<file path="config.mk">
export PLATFORM = sky130hd
export DESIGN_NAME = psb_branch_unit
export DESIGN_NICKNAME = d
export VERILOG_FILES = /design/src/include/psb_pkg.sv /design/src/rtl/psb_branch_unit.sv
export SDC_FILE = /design/constraint.sdc
export NUM_CORES = 1
export LEC_CHECK = 0
export BUFFER_PORTS_ARGS = -buffer_cell sky130_fd_sc_hd__buf_2
export CAP_MARGIN = 5
export CORE_MARGIN = 5
export CORE_UTILIZATION = 30
export CTS_CLUSTER_DIAMETER = 100
export DETAILED_ROUTE_END_ITERATION = 7
export PLACE_DENSITY = 0.51
export SYNTH_ARGS = -nofsm -noshare
export SYNTH_HDL_FRONTEND = slang
export SYNTH_SLANG_ARGS = --single-unit
</file>
<file path="constraint.sdc">
create_clock -name ref_clk -period 3 [get_ports ref_clk]
set_input_delay 0.3 -clock ref_clk [delete_from_list [all_inputs] [get_ports ref_clk]]
set_output_delay 0.3 -clock ref_clk [all_outputs]
set_load 0.01 [all_outputs]
</file>
<file path="src/include/psb_pkg.sv">
// Contract
// RL1: code 0 changes nothing; program address advances by one.
// RL2: code 1 loads program address from jump address register only.
// RL3: jump address register captures low eight data bus bits when written.
// RL4: code 2 jumps to return stack top; stack left untouched.
// RL5: code 3 jumps to the absolute long displacement value.
// RL6: code 4 pops the return stack; address advances normally.
// RL7: code 5 pushes current address plus one; address advances normally.
// RL8: code 6 jumps to stack top and pops it together.
// RL9: code 7 jumps relative by long displacement and pushes address plus one.
// RL10: code 10 branches relative when selected sense bit is clear.
// RL11: short displacement is signed, +17 to -20 octal locations.
// RL12: sense lines sampled at instruction start; high level means clear.
// RL13: external devices drive eight active-low sense lines, low means set.
// RL14: code 11 branches when selected sense bit is set (line low).
// RL15: code 12 branches when selected internal flag bit is clear.
// RL16: code 13 branches when selected internal flag bit is set.
// RL17: code 14 branches when selected internal status bit is zero.
// RL18: status index: valid, full, R shift, Q shift, carry, zero, sign, overflow.
// RL19: status bits 2 to 7 readable in the control register.
// RL20: true condition adds short displacement; false advances by one.
// RL21: internal flags are an eight-bit register written by instruction fields.
// RL22: return stack is LIFO; depth sixteen, wraps, sticky overflow/underflow.
package psb_pkg;
    localparam int ADDR_W      = 8;
    localparam int STACK_DEPTH = 16;
    localparam int SP_W        = 4;
    localparam int CNT_W       = 5;

    localparam logic [3:0] CODE_NOP          = 4'h0;
    localparam logic [3:0] CODE_JUMP_AR      = 4'h1;
    localparam logic [3:0] CODE_JUMP_ST      = 4'h2;
    localparam logic [3:0] CODE_JUMP_ABS     = 4'h3;
    localparam logic [3:0] CODE_POP          = 4'h4;
    localparam logic [3:0] CODE_PUSH         = 4'h5;
    localparam logic [3:0] CODE_RETURN       = 4'h6;
    localparam logic [3:0] CODE_CALL_REL     = 4'h7;
    localparam logic [3:0] CODE_SENSE_CLEAR  = 4'h8;
    localparam logic [3:0] CODE_SENSE_SET    = 4'h9;
    localparam logic [3:0] CODE_FLAG_CLEAR   = 4'hA;
    localparam logic [3:0] CODE_FLAG_SET     = 4'hB;
    localparam logic [3:0] CODE_STATUS_CLEAR = 4'hC;

    localparam logic [7:0] OFS_FLAGS       = 8'h00;
    localparam logic [7:0] OFS_JUMP_ADDR   = 8'h04;
    localparam logic [7:0] OFS_SEQ_STATUS  = 8'h08;
    localparam logic [7:0] OFS_CONTROL     = 8'h0C;

    localparam int BIT_CNT_LO   = 8;
    localparam int BIT_OVERFLOW = 16;
    localparam int BIT_UNDERFLW = 17;
    localparam int CR_STATUS_LO = 2;

    localparam logic [7:0]       RST_ADDR  = 8'h00;
    localparam logic [7:0]       RST_FLAGS = 8'h00;
    localparam logic [ADDR_W-1:0] ONE_ADDR = 8'h01;
    localparam logic [31:0]      ZERO_WORD = 32'h0000_0000;

    typedef struct packed {
        logic [3:0] code;       // program address control field
        logic [7:0] long_disp;  // long_displacement
        logic [2:0] bit_index;  // condition bit select
        logic [4:0] short_disp; // short_displacement, signed
    } psb_instr_t;

    typedef struct packed {
        logic fifo_valid;
        logic fifo_full;
        logic r_shift_out;
        logic q_shift_out;
        logic alu_carry;
        logic alu_zero;
        logic alu_sign;
        logic alu_overflow;
    } psb_status_t;
endpackage : psb_pkg

</file>
<file path="src/rtl/psb_branch_unit.sv">
// The Wishbone interface to the registers and the address map were decided locally.
`timescale 1ns/1ps
module psb_branch_unit (
    input  wire logic                 ref_clk,        // 100 MHz clock
    input  wire logic                 rst,            // async reset, active high
    input  wire logic                 instr_valid,    // one instruction per cycle
    input  wire psb_pkg::psb_instr_t  instr,          // decoded fields
    input  wire logic [7:0]           sense_lines_n,  // sense_line_7_n..sense_line_0_n
    input  wire psb_pkg::psb_status_t status_in,      // fifo and alu status
    input  wire logic                 ar_load,        // data bus to jump address reg
    input  wire logic [15:0]          data_bus,       // internal data bus
    input  wire logic                 flag_write,     // flag update from other fields
    input  wire logic [2:0]           flag_index,     // flag bit to update
    input  wire logic                 flag_value,     // new flag value
    input  wire logic                 wb_cyc_i,       // wishbone cycle
    input  wire logic                 wb_stb_i,       // wishbone strobe
    input  wire logic                 wb_we_i,        // wishbone write
    input  wire logic [7:0]           wb_adr_i,       // byte address
    input  wire logic [3:0]           wb_sel_i,       // byte lanes
    input  wire logic [31:0]          wb_dat_i,       // write data
    output logic      [31:0]          wb_dat_o,       // read data
    output logic                      wb_ack_o,       // acknowledge
    output logic      [7:0]           program_address, // current address
    output logic      [7:0]           return_stack_top, // top of stack
    output logic                      branch_taken    // pulse, last branch taken
);
    logic [7:0]                   jump_address_reg;
    logic [7:0]                   flags;
    logic [7:0]                   stack_mem [psb_pkg::STACK_DEPTH];
    logic [psb_pkg::SP_W-1:0]     sp;
    logic [psb_pkg::CNT_W-1:0]    depth;
    logic                         stack_ovf;
    logic                         stack_unf;
    logic [7:0]                   next_pa;

    // bus decode
    wire wb_req    = wb_cyc_i & wb_stb_i & ~wb_ack_o;
    // write commits on the edge at which the master sees ack
    wire wb_wr     = wb_cyc_i & wb_stb_i & wb_ack_o & wb_we_i & wb_sel_i[0];
    wire hit_flags = (wb_adr_i == psb_pkg::OFS_FLAGS);
    wire hit_jump  = (wb_adr_i == psb_pkg::OFS_JUMP_ADDR);
    wire hit_seq   = (wb_adr_i == psb_pkg::OFS_SEQ_STATUS);
    wire hit_ctl   = (wb_adr_i == psb_pkg::OFS_CONTROL);

    // instruction decode
    wire [3:0] code       = instr.code;
    wire is_jump_ar  = instr_valid & (code == psb_pkg::CODE_JUMP_AR);
    wire is_jump_st  = instr_valid & (code == psb_pkg::CODE_JUMP_ST);
    wire is_jump_abs = instr_valid & (code == psb_pkg::CODE_JUMP_ABS);
    wire is_pop      = instr_valid & (code == psb_pkg::CODE_POP);
    wire is_push     = instr_valid & (code == psb_pkg::CODE_PUSH);
    wire is_return   = instr_valid & (code == psb_pkg::CODE_RETURN);
    wire is_call     = instr_valid & (code == psb_pkg::CODE_CALL_REL);
    wire is_cond     = instr_valid & (code >= psb_pkg::CODE_SENSE_CLEAR)
                                   & (code <= psb_pkg::CODE_STATUS_CLEAR);
    wire do_push     = is_push | is_call;
    wire do_pop      = is_pop | is_return;

    // condition select
    wire [7:0] sense_bits  = ~sense_lines_n;
    wire [7:0] status_bits;
    genvar g;
    generate
        for (g = 0; g < 8; g++) begin : g_status
            // RL18 status bit order
            assign status_bits[g] = status_in[7 - g];
        end
    endgenerate

    wire sel_sense  = (code == psb_pkg::CODE_SENSE_CLEAR) | (code == psb_pkg::CODE_SENSE_SET);
    wire sel_flag   = (code == psb_pkg::CODE_FLAG_CLEAR)  | (code == psb_pkg::CODE_FLAG_SET);
    // RL12 sense sampled now
    wire [7:0] cond_src = sel_sense ? sense_bits : (sel_flag ? flags : status_bits);
    wire cond_bit   = cond_src[instr.bit_index];
    wire want_set   = (code == psb_pkg::CODE_SENSE_SET) | (code == psb_pkg::CODE_FLAG_SET);
    // RL10 RL14 RL15 RL16 RL17 polarity
    wire cond_true  = is_cond & (cond_bit == want_set);

    // RL11 signed short displacement
    wire [7:0] short_ext = {{3{instr.short_disp[4]}}, instr.short_disp};
    wire [7:0] pa_plus1  = program_address + psb_pkg::ONE_ADDR;
    wire [7:0] stack_top = stack_mem[sp];

    always_comb begin
        next_pa = pa_plus1;
        // RL1 default advance
        if (is_jump_ar) begin
            // RL2 jump to register
            next_pa = jump_address_reg;
        end else if (is_jump_st | is_return) begin
            // RL4 RL8 jump to top
            next_pa = stack_top;
        end else if (is_jump_abs) begin
            // RL5 absolute jump
            next_pa = instr.long_disp;
        end else if (is_call) begin
            // RL9 relative call
            next_pa = program_address + instr.long_disp;
        end else if (cond_true) begin
            // RL20 taken branch
            next_pa = program_address + short_ext;
        end
    end

    always_ff @(posedge ref_clk or posedge rst) begin
        if (rst) begin
            program_address <= psb_pkg::RST_ADDR;
            branch_taken    <= 1'b0;
        end else begin
            if (instr_valid) begin
                program_address <= next_pa;
            end
            branch_taken <= cond_true;
        end
    end

    // RL3 low eight bits captured
    always_ff @(posedge ref_clk or posedge rst) begin
        if (rst) begin
            jump_address_reg <= psb_pkg::RST_ADDR;
        end else if (ar_load) begin
            jump_address_reg <= data_bus[7:0];
        end else if (wb_wr & hit_jump) begin
            jump_address_reg <= wb_dat_i[7:0];
        end
    end

    // RL21 flag register
    always_ff @(posedge ref_clk or posedge rst) begin
        if (rst) begin
            flags <= psb_pkg::RST_FLAGS;
        end else if (flag_write) begin
            flags[flag_index] <= flag_value;
        end else if (wb_wr & hit_flags) begin
            flags <= wb_dat_i[7:0];
        end
    end

    // RL22 circular stack store
    always_ff @(posedge ref_clk) begin
        if (do_push) begin
            // RL7 push address plus one
            stack_mem[sp + 1'b1] <= pa_plus1;
        end
    end

    wire clr_ovf = wb_wr & hit_seq & wb_dat_i[psb_pkg::BIT_OVERFLOW];
    wire clr_unf = wb_wr & hit_seq & wb_dat_i[psb_pkg::BIT_UNDERFLW];
    wire full    = (depth == psb_pkg::CNT_W'(psb_pkg::STACK_DEPTH));
    wire empty   = (depth == '0);

    always_ff @(posedge ref_clk or posedge rst) begin
        if (rst) begin
            sp        <= '0;
            depth     <= '0;
            stack_ovf <= 1'b0;
            stack_unf <= 1'b0;
        end else begin
            if (do_push) begin
                sp <= sp + 1'b1;
                if (!full) begin
                    depth <= depth + 1'b1;
                end
            end else if (do_pop) begin
                // RL6 RL8 pop
                sp <= sp - 1'b1;
                if (!empty) begin
                    depth <= depth - 1'b1;
                end
            end
            // set wins over clear
            stack_ovf <= (do_push & full) | (stack_ovf & ~clr_ovf);
            stack_unf <= (do_pop & empty) | (stack_unf & ~clr_unf);
        end
    end

    assign return_stack_top = stack_top;

    // register read mux
    wire [31:0] seq_word = {14'h0000, stack_unf, stack_ovf, 3'h0, depth, program_address};
    // RL19 status in control register
    wire [31:0] ctl_word = {24'h000000, status_bits[7:psb_pkg::CR_STATUS_LO], 2'h0};
    wire [31:0] rd_word  = hit_flags ? {24'h000000, flags} :
                           hit_jump  ? {24'h000000, jump_address_reg} :
                           hit_seq   ? seq_word :
                           hit_ctl   ? ctl_word : psb_pkg::ZERO_WORD;

    always_ff @(posedge ref_clk or posedge rst) begin
        if (rst) begin
            wb_ack_o <= 1'b0;
            wb_dat_o <= psb_pkg::ZERO_WORD;
        end else begin
            wb_ack_o <= wb_req;
            wb_dat_o <= wb_req ? rd_word : psb_pkg::ZERO_WORD;
        end
    end

    // checks
    // RL1 no-op advance
    chk_noop_advance: assert property (@(posedge ref_clk) disable iff (rst) // RL1
        instr_valid && code == psb_pkg::CODE_NOP |=> program_address == $past(program_address) + 8'h01)
        else $error("no-op did not advance address");

    // RL2 register jump
    chk_jump_ar_load: assert property (@(posedge ref_clk) disable iff (rst) // RL2
        is_jump_ar |=> program_address == $past(jump_address_reg))
        else $error("jump to address register wrong");

    // RL3 low byte
    chk_ar_low_byte: assert property (@(posedge ref_clk) disable iff (rst) // RL3
        ar_load |=> jump_address_reg == $past(data_bus[7:0]))
        else $error("jump address register not loaded from bus");

    // RL4 stack kept
    chk_jump_stack_keep: assert property (@(posedge ref_clk) disable iff (rst) // RL4
        is_jump_st |=> program_address == $past(stack_top) && sp == $past(sp) && depth == $past(depth))
        else $error("stack jump changed stack or missed top");

    // RL5 absolute jump
    chk_jump_absolute: assert property (@(posedge ref_clk) disable iff (rst) // RL5
        is_jump_abs |=> program_address == $past(instr.long_disp))
        else $error("absolute jump wrong");

    // RL6 pop only
    chk_pop_advance: assert property (@(posedge ref_clk) disable iff (rst) // RL6
        is_pop |=> sp == $past(sp) - 4'h1 && program_address == $past(program_address) + 8'h01)
        else $error("pop wrong");

    // RL7 pushed value
    chk_push_value: assert property (@(posedge ref_clk) disable iff (rst) // RL7
        is_push |=> return_stack_top == $past(program_address) + 8'h01
                    && program_address == $past(program_address) + 8'h01)
        else $error("push wrong");

    // RL8 return pops
    chk_return_pop: assert property (@(posedge ref_clk) disable iff (rst) // RL8
        is_return |=> program_address == $past(stack_top) && sp == $past(sp) - 4'h1)
        else $error("return wrong");

    // RL9 relative call
    chk_call_relative: assert property (@(posedge ref_clk) disable iff (rst) // RL9
        is_call |=> program_address == $past(program_address) + $past(instr.long_disp)
                    && return_stack_top == $past(program_address) + 8'h01)
        else $error("call wrong");

    // RL12 sense polarity
    chk_sense_polarity: assert property (@(posedge ref_clk) disable iff (rst) // RL12
        instr_valid && sel_sense |=> branch_taken ==
            ($past(sense_lines_n[instr.bit_index]) == ($past(code) == psb_pkg::CODE_SENSE_CLEAR)))
        else $error("sense branch polarity wrong");

    // RL20 branch target
    chk_branch_target: assert property (@(posedge ref_clk) disable iff (rst) // RL20
        is_cond |=> program_address == ($past(cond_true)
            ? $past(program_address) + {{3{$past(instr.short_disp[4])}}, $past(instr.short_disp)}
            : $past(program_address) + 8'h01))
        else $error("conditional branch target wrong");

    // RL17 status clear
    chk_status_clear: assert property (@(posedge ref_clk) disable iff (rst) // RL17
        instr_valid && code == psb_pkg::CODE_STATUS_CLEAR |-> cond_true == !status_in[3'h7 - instr.bit_index])
        else $error("status branch condition wrong");

    // RL16 flag set
    chk_flag_branch: assert property (@(posedge ref_clk) disable iff (rst) // RL16
        instr_valid && sel_flag |-> cond_true == (flags[instr.bit_index] == (code == psb_pkg::CODE_FLAG_SET)))
        else $error("flag branch condition wrong");

    // RL10 sense clear
    chk_sense_clear: assert property (@(posedge ref_clk) disable iff (rst) // RL10
        instr_valid && code == psb_pkg::CODE_SENSE_CLEAR
        |-> cond_true == sense_lines_n[instr.bit_index])
        else $error("sense clear branch wrong");

    // RL14 sense set
    chk_sense_set: assert property (@(posedge ref_clk) disable iff (rst) // RL14
        instr_valid && code == psb_pkg::CODE_SENSE_SET
        |-> cond_true == !sense_lines_n[instr.bit_index])
        else $error("sense set branch wrong");

    // RL15 flag clear
    chk_flag_clear: assert property (@(posedge ref_clk) disable iff (rst) // RL15
        instr_valid && code == psb_pkg::CODE_FLAG_CLEAR
        |-> cond_true == !flags[instr.bit_index])
        else $error("flag clear branch wrong");

    // RL11 short offset range
    chk_short_range: assert property (@(posedge ref_clk) disable iff (rst) // RL11
        is_cond
        |=> 8'(program_address - $past(program_address) + 8'h10) <= 8'h1F)
        else $error("short branch out of range");

    // RL18 status index order
    chk_status_order: assert property (@(posedge ref_clk) disable iff (rst) // RL18
        status_bits[0] == status_in.fifo_valid
        && status_bits[1] == status_in.fifo_full
        && status_bits[7] == status_in.alu_overflow)
        else $error("status index order wrong");

    // RL19 control register status
    chk_ctl_status: assert property (@(posedge ref_clk) disable iff (rst) // RL19
        ctl_word[7:psb_pkg::CR_STATUS_LO] == {status_in.alu_overflow, status_in.alu_sign,
            status_in.alu_zero, status_in.alu_carry, status_in.q_shift_out, status_in.r_shift_out})
        else $error("control register status wrong");

    // RL21 flag bit write
    chk_flag_update: assert property (@(posedge ref_clk) disable iff (rst) // RL21
        flag_write
        |=> flags[$past(flag_index)] == $past(flag_value))
        else $error("flag write lost");

    // RL3 bus write low byte
    chk_ar_bus_write: assert property (@(posedge ref_clk) disable iff (rst) // RL3
        wb_wr && hit_jump && !ar_load
        |=> jump_address_reg == $past(wb_dat_i[7:0]))
        else $error("jump address bus write lost");

    // RL22 depth bound
    chk_depth_bound: assert property (@(posedge ref_clk) disable iff (rst) // RL22
        depth <= psb_pkg::CNT_W'(psb_pkg::STACK_DEPTH))
        else $error("stack depth beyond limit");

    // RL22 overflow flag
    chk_overflow_set: assert property (@(posedge ref_clk) disable iff (rst) // RL22
        do_push && full
        |=> stack_ovf)
        else $error("overflow not flagged");

    // RL22 underflow flag
    chk_underflow_set: assert property (@(posedge ref_clk) disable iff (rst) // RL22
        do_pop && empty
        |=> stack_unf)
        else $error("underflow not flagged");

    // RL20 taken only on branch
    chk_taken_pulse: assert property (@(posedge ref_clk) disable iff (rst) // RL20
        !is_cond
        |=> !branch_taken)
        else $error("branch taken without branch");

endmodule : psb_branch_unit

</file>
==> results of run 1 <==
## logic make-up after synthesis
family,after synthesis
adders and majority gates,27
DFF,180
muxes,72
xor gates and xnor gates,27
and+or+nand+nor,197
buffers and inverters,77
AOI/OAI and AO/OA,108
other,1
## worst max-delay path, cell delays in order (launching register included)
cell and delay (ps):
dfrtp_4 480, buf_4 220, mux4_2 540, mux4_2 560, buf_2 190
## final cells by class
type                       count  area (um2)
clock inverter                14         173
multi-input combinational    448        3650
clock buffer                  18         429
timing repair buffer         130         736
inverter                      25        93.8
tap                          390         488
fill                        2917       19200
sequential                   180        5150
## layer usage
layer	GRT usage, %	up-vias	part of all wire, %
met3	3.61	10	7.7
met1	18.8	2906	44
met4	2.60	2	0.51
met5	0	-	0.030
met2	23.0	198	48
li1	-	2773	-
## stage by stage
step | utilization, % | std cells | power (uW) | instance area [um2] | hold WS (ps)
after floorplan | - | 705 | 5700 | 9190 | 409
after global placement | 33.8 | 1171 | 6870 | 10100 | 301
after detailed placement | 33.8 | 1171 | 6890 | 10100 | 301
after CTS | 35.8 | 1204 | 9180 | 10700 | 42.7
after global routing | 35.9 | 1205 | 9670 | 10700 | 69.0
final | 35.9 | 1205 | 9090 | 10700 | 63.2
## synth_stat cells, drive strengths merged (14+ instances only)
master / number / area [um2]
a21oi: 32 / 160
buf: 29 / 193
clkbuf: 23 / 106
dfrtp: 52 / 1300
edfxtp: 128 / 3840
ha: 24 / 300
inv: 25 / 93.8
mux2i: 23 / 243
mux4: 46 / 1040
nand2: 46 / 173
nand2b: 14 / 87.6
nand3: 23 / 120
nor2: 46 / 173
nor2b: 22 / 138
o21ai: 30 / 150
xnor2: 16 / 140
## repair_timing
action,in CTS,in global routing
gates cloned,0,0
setup buffers,0,1
resized for setup,1,0
endpoints found under the setup margin,6,5
hold buffers,1,0
hold endpoints to repair,16,0
## path summary, 6_finish.rpt
kind	endpoint	from	slack (ps)
setup reg to reg	program_address[6]	sp[0]	430
max in group asynchronous	branch_taken	rst	1760
hold / removal	jump_address_reg[6]	data_bus[6]	60
hold reg to reg	wb_ack_o	wb_ack_o	460
setup / recovery	return_stack_top[2]	sp[0]	280
min in group asynchronous	wb_ack_o	rst	390
## where the power goes
| group | internal [uW] | total (uW) | switching (uW) |
|---|---|---|---|
| clock | 1130 | 2270 | 1140 |
| combinational | 1500 | 3340 | 1850 |
| sequential | 3200 | 3480 | 282 |
==> flow_metrics.env, run 1 <==
export IMPL_cts_sinks=180
export IMPL_ys_seq_area_share_pct=56.4
export IMPL_worst_clock_skew_ps=18.3
export IMPL_synthCells=689
export IMPL_min_path_cells=3
export IMPL_synth_warnings=0
export IMPL_rsz0062_at_grt="no"
export IMPL_synth_top_family_by_area="multiplexers"
export IMPL_crit_type="register to output port"
export IMPL_synth_compound_area_share_pct=7.48
export IMPL_hp_class="input port to register"
export IMPL_leakagePower_uw=0.00405
export IMPL_synthMuxAreaShare_pct=14.4
export IMPL_grt_pass1_vias=6004
export IMPL_startpoint_type="register"
export IMPL_synthAdderAreaFrac_pct=3.95
export IMPL_cts_htree_levels=4
export IMPL_syn_avg_cell_area_um2=13.2
export IMPL_cap_violations=0
export IMPL_top_regs="stack_mem x128, wb_dat_o x15"
export IMPL_root_buffer="clkbuf_16"
export IMPL_fp_dieH_um=184
export IMPL_maxSlewHeadroom_pct=18.2
export IMPL_ys_async_sr_fraction_pct=28.9
export IMPL_synth_xor_area_share_pct=2.59
export IMPL_min_period_ps=2720
export IMPL_top_register="stack_mem"
export IMPL_grt_usage_pct=13.9
export IMPL_setup_ws_ps=278
export IMPL_clock_latency_ps=440
export IMPL_cp_arrival_ps=2420
export IMPL_fin_nets=937
export IMPL_avgViaCountPerCell=4.89
export IMPL_critPathRequiredTime_ps=2700
export IMPL_core_area_um2=29900
export IMPL_power_density_nw_per_um2=848
export IMPL_setup_tns_ps=0
export IMPL_ys_flop_type="edfxtp_1"
export IMPL_grt_ovfl_total=0
export IMPL_initial_core_util_pct=30.6
export IMPL_ios=158
export IMPL_ys_ff_latch=180
export IMPL_drt_pass1_iter_count=5
export IMPL_antenna_cells=0
export IMPL_crit_fanout=7
export IMPL_ant_nets=0
export IMPL_outcome="completed"
export IMPL_setup_viol=0
export IMPL_rr_worst_depth=7
export IMPL_largest_register_ffs=128
export IMPL_drt_iter0_drc=350
export IMPL_synth_edff_count=128
export IMPL_hold_viol=0
export IMPL_die_x_um=184
export IMPL_gp_congestion=0.808
export IMPL_cp_end_kind="output port"
export IMPL_antenna_found_initial=1
export IMPL_wl_um=23400
export IMPL_numCtsBuffers=17
export IMPL_drv_slew=0
export IMPL_fmax_mhz=367
export IMPL_clk_pin_slew_ps=80
export IMPL_final_common_cell="edfxtp_1"
export IMPL_layout_common_cells="edfxtp_1, buf_2, dfrtp_1"
export IMPL_num_vias=5889
export IMPL_io_buffers=107
export IMPL_fin_crit_sh_pct=90.7
export IMPL_wire_per_inst_um=19.4
export IMPL_dp_hpwl_um=17500
export IMPL_drc=0
export IMPL_dieArea_um2=34000
export IMPL_ys_types=64
export IMPL_synth_simple_gate_area_share_pct=10.9
export IMPL_worst_pin_slew_ps=1220
export IMPL_grt_max_degree=37
export IMPL_rows=63
export IMPL_area_growth_pct=17.4
export IMPL_syn_area_um2=9130
export IMPL_drive_above_1_share_pct=26.9
export IMPL_grt_pass1_wl_um=36200
export IMPL_cts_buffer_depth=2
export IMPL_tritoncts="built"
export IMPL_post_place_ws_ps=161
export IMPL_ir_drop_v=0.000496
(Power assumes the default switching activity.)
==> inputs of run 2 (changes only) <==
--- a/config.mk
+++ b/config.mk
@@ -7,11 +7,13 @@
 export LEC_CHECK = 0
 export BUFFER_PORTS_ARGS = -buffer_cell sky130_fd_sc_hd__buf_2
 export CAP_MARGIN = 5
+export CELL_PAD_IN_SITES_DETAIL_PLACEMENT = 1
+export CELL_PAD_IN_SITES_GLOBAL_PLACEMENT = 1
 export CORE_MARGIN = 5
 export CORE_UTILIZATION = 30
 export CTS_CLUSTER_DIAMETER = 100
 export DETAILED_ROUTE_END_ITERATION = 7
-export PLACE_DENSITY = 0.51
+export PLACE_DENSITY = 0.6
 export SYNTH_ARGS = -nofsm -noshare
 export SYNTH_HDL_FRONTEND = slang
 export SYNTH_SLANG_ARGS = --single-unit
==> flow_metrics.env, run 2 (same netlist as run 1, synthesis figures left out) <==
export IMPL_final_common_cell="edfxtp_1"
export IMPL_numCtsBuffers=17
export IMPL_cap_violations=0
export IMPL_cp_end_kind="output port"
export IMPL_fin_crit_sh_pct=95.1
export IMPL_avgViaCountPerCell=4.88
export IMPL_gp_congestion=0.825
export IMPL_ir_drop_v=0.000382
export IMPL_core_area_um2=29900
export IMPL_met1_length_um=11200
export IMPL_drv_slew=0
export IMPL_wl_um=24400
export IMPL_drive_above_1_share_pct=27.4
export IMPL_top_layer_used="met5"
export IMPL_setup_ws_ps=147
export IMPL_io_buffers=107
export IMPL_worst_pin_slew_ps=874
export IMPL_tritoncts="built"
export IMPL_rsz0062_at_grt="no"
export IMPL_fin_nets=940
export IMPL_swShare_pct=36.3
export IMPL_rr_worst_depth=7
export IMPL_drt_pass1_iter_count=5
export IMPL_drc=0
export IMPL_power_density_nw_per_um2=855
export IMPL_setup_tns_ps=0
export IMPL_critPathRequiredTime_ps=2700
export IMPL_crit_type="register to output port"
export IMPL_startpoint_type="register"
export IMPL_hold_slack_ps=60.6
export IMPL_cts_sinks=180
export IMPL_ctsHoldBuffers=0
export IMPL_ios=158
export IMPL_top_register="stack_mem"
export IMPL_final_cell_area_um2=10800
export IMPL_seq_power_share_pct=37.9
export IMPL_hold_viol=0
export IMPL_root_buffer="clkbuf_16"
export IMPL_dp_hpwl_um=18300
export IMPL_wl_met3_um=1350
export IMPL_fp_dieH_um=184
export IMPL_largest_register_ffs=128
export IMPL_cts_htree_levels=4
export IMPL_met2_length_um=11600
export IMPL_maxSlewHeadroom_pct=41.5
export IMPL_worst_clock_skew_ps=17.1
export IMPL_min_period_ps=2850
export IMPL_power_frac_comb_pct=37.0
export IMPL_setup_viol=0
export IMPL_crit_fanout=9
export IMPL_cts_setup_buffers=0
export IMPL_cp_arrival_ps=2550
export IMPL_area_growth_pct=17.8
export IMPL_grt_max_degree=53
export IMPL_grt_pass1_vias=6306
export IMPL_rows=63
export IMPL_layout_common_cells="edfxtp_1, buf_2, dfrtp_1"
export IMPL_cts_buffer_depth=2
export IMPL_post_place_ws_ps=322
export IMPL_leakagePower_uw=0.00407
export IMPL_grt_pass1_wl_um=37300
export IMPL_power_switching_uw=3340
export IMPL_die_x_um=184
export IMPL_clock_latency_ps=440
export IMPL_num_vias=5903
export IMPL_n_fill_cell=3229
export IMPL_post_cts_resized=0
export IMPL_grt_usage_pct=14.4
export IMPL_rrSetupSlack_ps=410
export IMPL_wire_per_inst_um=20.1
export IMPL_fmax_mhz=350
export IMPL_clk_pin_slew_ps=80
export IMPL_top_regs="stack_mem x128, wb_dat_o x15"
export IMPL_internal_power_uw=5860
export IMPL_initial_core_util_pct=30.6
export IMPL_power_share_clock_pct=25.2
export IMPL_dieArea_um2=34000
export IMPL_antenna_found_initial=2
export IMPL_grt_ovfl_total=0
export IMPL_ant_nets=0
export IMPL_outcome="completed"
export IMPL_drt_iter0_drc=352
export IMPL_postPlaceCellArea_um2=10100
export IMPL_hp_class="input port to async pin"
## run 2: area by class of cell
cell class / count / area (um2) / share of cell area [%]
multi-input combinational: 448 / 3650 / 33.9
clock inverter: 15 / 195 / 1.81
clock buffer: 17 / 425 / 3.95
antenna: 1 / 2.50 / 0.0233
sequential: 180 / 5150 / 47.8
timing repair buffer: 133 / 756 / 7.03
tap: 390 / 488 / 4.54
inverter: 25 / 93.8 / 0.872
## run 2: power by group through the flow
stage / sequential, uW / combinational [uW] / clock, uW
4_1_cts: 3490 / 3450 / 2380
6_report: 3480 / 3400 / 2310
2_1_floorplan: 3430 / 2270 / 0
3_5_place_dp: 3540 / 3420 / 0
5_1_grt: 3520 / 3760 / 2490
3_3_place_gp: 3540 / 3360 / 0
## run 2: final timing paths
path / startpoint / to
worst max-delay path: sp[1] / return_stack_top[0]
worst min-delay path: rst / wb_dat_o[17]
worst max register to register: sp[0] / program_address[6]
worst min register to register: wb_ack_o / wb_ack_o
max in group asynchronous: rst / sp[0]
min in group ref_clk: data_bus[6] / jump_address_reg[6]
## run 2: routing by layer
metal | track usage (%) | vias to the layer above
li1 | - | 2778
met1 | 19.5 | 2957
met2 | 23.8 | 148
met3 | 2.94 | 16
met4 | 3.31 | 4
met5 | 0 | -
## run 2: worst max-delay path, stage by stage (launching register included)
cell,delay [ps]
dfrtp_1,640
buf_4,220
buf_4,170
mux4_2,350
mux4_2,570
buf_2,180
## run 2: stage by stage
stage               instances  utilization [%]  total power [uW]
finish                   1209             36.0              9200
global route             1208             36.0              9760
CTS                      1207             36.0              9320
detailed placement       1175             33.9              6960
global placement         1175             33.9              6900
floorplan                 705                -              5700
==> inputs of run 3 (changes only) <==
--- a/config.mk
+++ b/config.mk
@@ -13,7 +13,7 @@
 export CORE_UTILIZATION = 30
 export CTS_CLUSTER_DIAMETER = 100
 export DETAILED_ROUTE_END_ITERATION = 7
-export PLACE_DENSITY = 0.6
+export PLACE_DENSITY = 0.66
 export SYNTH_ARGS = -nofsm -noshare
 export SYNTH_HDL_FRONTEND = slang
 export SYNTH_SLANG_ARGS = --single-unit
==> flow_metrics.env, run 3 (same netlist as run 1, synthesis figures left out) <==
export IMPL_outcome="completed"
export IMPL_num_vias=6058
export IMPL_ant_nets=0
export IMPL_numCtsBuffers=17
export IMPL_antenna_cells=0
export IMPL_cts_setup_buffers=0
export IMPL_io_buffers=107
export IMPL_worst_clock_skew_ps=11.3
export IMPL_avgViaCountPerCell=5.00
export IMPL_rows=63
export IMPL_grt_pass1_vias=6327
export IMPL_drt_pass1_iter_count=4
export IMPL_hold_slack_ps=73.2
export IMPL_wire_per_inst_um=20.5
export IMPL_drv_slew=0
export IMPL_setup_ws_ps=278
export IMPL_cp_end_kind="output port"
export IMPL_setup_tns_ps=0
export IMPL_largest_register_ffs=128
export IMPL_crit_fanout=26
export IMPL_postLayoutCoreUtil_pct=36.2
export IMPL_grt_pass1_wl_um=38400
export IMPL_cap_violations=0
export IMPL_fp_dieH_um=184
export IMPL_busiest_layer="met2"
export IMPL_wl_um=24800
export IMPL_dp_hpwl_um=18500
export IMPL_setup_viol=0
export IMPL_ios=158
export IMPL_fin_nets=943
export IMPL_core_area_um2=29900
export IMPL_min_period_ps=2720
export IMPL_top_register="stack_mem"
export IMPL_use_met3_pct=3.99
export IMPL_grt_max_degree=30
export IMPL_drt_iter0_drc=283
export IMPL_tritoncts="built"
export IMPL_fmax_mhz=367
export IMPL_clock_latency_ps=440
export IMPL_cpPeakStageDelay_ps=580
export IMPL_startpoint_type="register"
export IMPL_hp_class="input port to register"
export IMPL_fin_crit_sh_pct=90.7
export IMPL_critPathRequiredTime_ps=2700
export IMPL_post_place_ws_ps=342
export IMPL_use_met2_pct=23.9
export IMPL_rrSetupSlack_ps=380
export IMPL_maxSlewHeadroom_pct=18.8
export IMPL_power_density_nw_per_um2=856
export IMPL_top_regs="stack_mem x128, wb_dat_o x15"
export IMPL_cp_arrival_ps=2420
export IMPL_post_cts_resized=0
export IMPL_hold_viol=0
export IMPL_crit_chain="buf_12 -> mux4_2 -> mux4_2 -> buf_2"
export IMPL_die_x_um=184
export IMPL_grt_use_met1_pct=19.7
export IMPL_drive_above_1_share_pct=27.5
export IMPL_area_growth_pct=18.5
export IMPL_dp_cells=1179
export IMPL_cts_buffer_depth=2
export IMPL_cp_slowest_cell="mux4_2"
export IMPL_cts_htree_levels=4
export IMPL_min_path_cells=3
export IMPL_gp_congestion=0.860
export IMPL_layout_common_cells="edfxtp_1, buf_2, dfrtp_1"
export IMPL_crit_type="register to output port"
export IMPL_initial_core_util_pct=30.6
export IMPL_ir_drop_v=0.000502
export IMPL_grt_ovfl_total=0
export IMPL_clk_pin_slew_ps=80
export IMPL_drc=0
export IMPL_grt_usage_pct=14.8
export IMPL_antenna_found_initial=0
export IMPL_rsz0062_at_grt="no"
export IMPL_leakagePower_uw=0.00410
export IMPL_worst_pin_slew_ps=1210
export IMPL_cts_sinks=180
export IMPL_layoutNonFillerInstCount=1211
export IMPL_root_buffer="clkbuf_16"
export IMPL_dieArea_um2=34000
export IMPL_final_common_cell="edfxtp_1"
export IMPL_cpMostUsedCell="mux4_2"
export IMPL_rr_worst_depth=8
## run 3: path summary, 6_finish.rpt
path,from,to
setup / recovery,sp[0],return_stack_top[1]
hold / removal,data_bus[6],jump_address_reg[6]
setup reg to reg,program_address[1],program_address[7]
hold reg to reg,wb_ack_o,wb_ack_o
max in group asynchronous,rst,branch_taken
min in group asynchronous,rst,wb_dat_o[1]
## run 3: metal layers
layer / vias up / wire length, um
li1: 2785 / -
met1: 3052 / 11000
met2: 186 / 11600
met3: 35 / 1700
met4: 0 / 515
met5: - / 0
## run 3: what timing repair did
action	in CTS	in global routing
hold buffers	1	0
setup endpoints to repair	0	1
hold endpoints to repair	28	0
## run 3: area by class of cell
| type | instances | area, um2 |
|---|---|---|
| Multi-Input combinational cell | 448 | 3650 |
| Timing Repair Buffer | 136 | 793 |
| Clock buffer | 17 | 425 |
| Tap cell | 390 | 488 |
| Inverter | 25 | 93.8 |
| Fill cell | 3214 | 19100 |
| Sequential cell | 180 | 5150 |
| Clock inverter | 15 | 215 |
## run 3: critical path: cells and delay by family (launching register included)
family	cells	cell delay [ps]
muxes	2	1150
buffers and inverters	2	420
DFF	1	400
## run 3: where the power goes
part           switching [uW]  total (uW)  internal, uW
clock                    1210        2380          1170
combinational            1960        3440          1490
sequential                241        3430          3190
## run 3: stage by stage
step                      area (um2)  total power, uW
after detailed placement       10200             6980
final                          10800             9260
after global placement         10200             6880
after CTS                      10800             9410
after global routing           10800             9860
after floorplan                 9190             5700
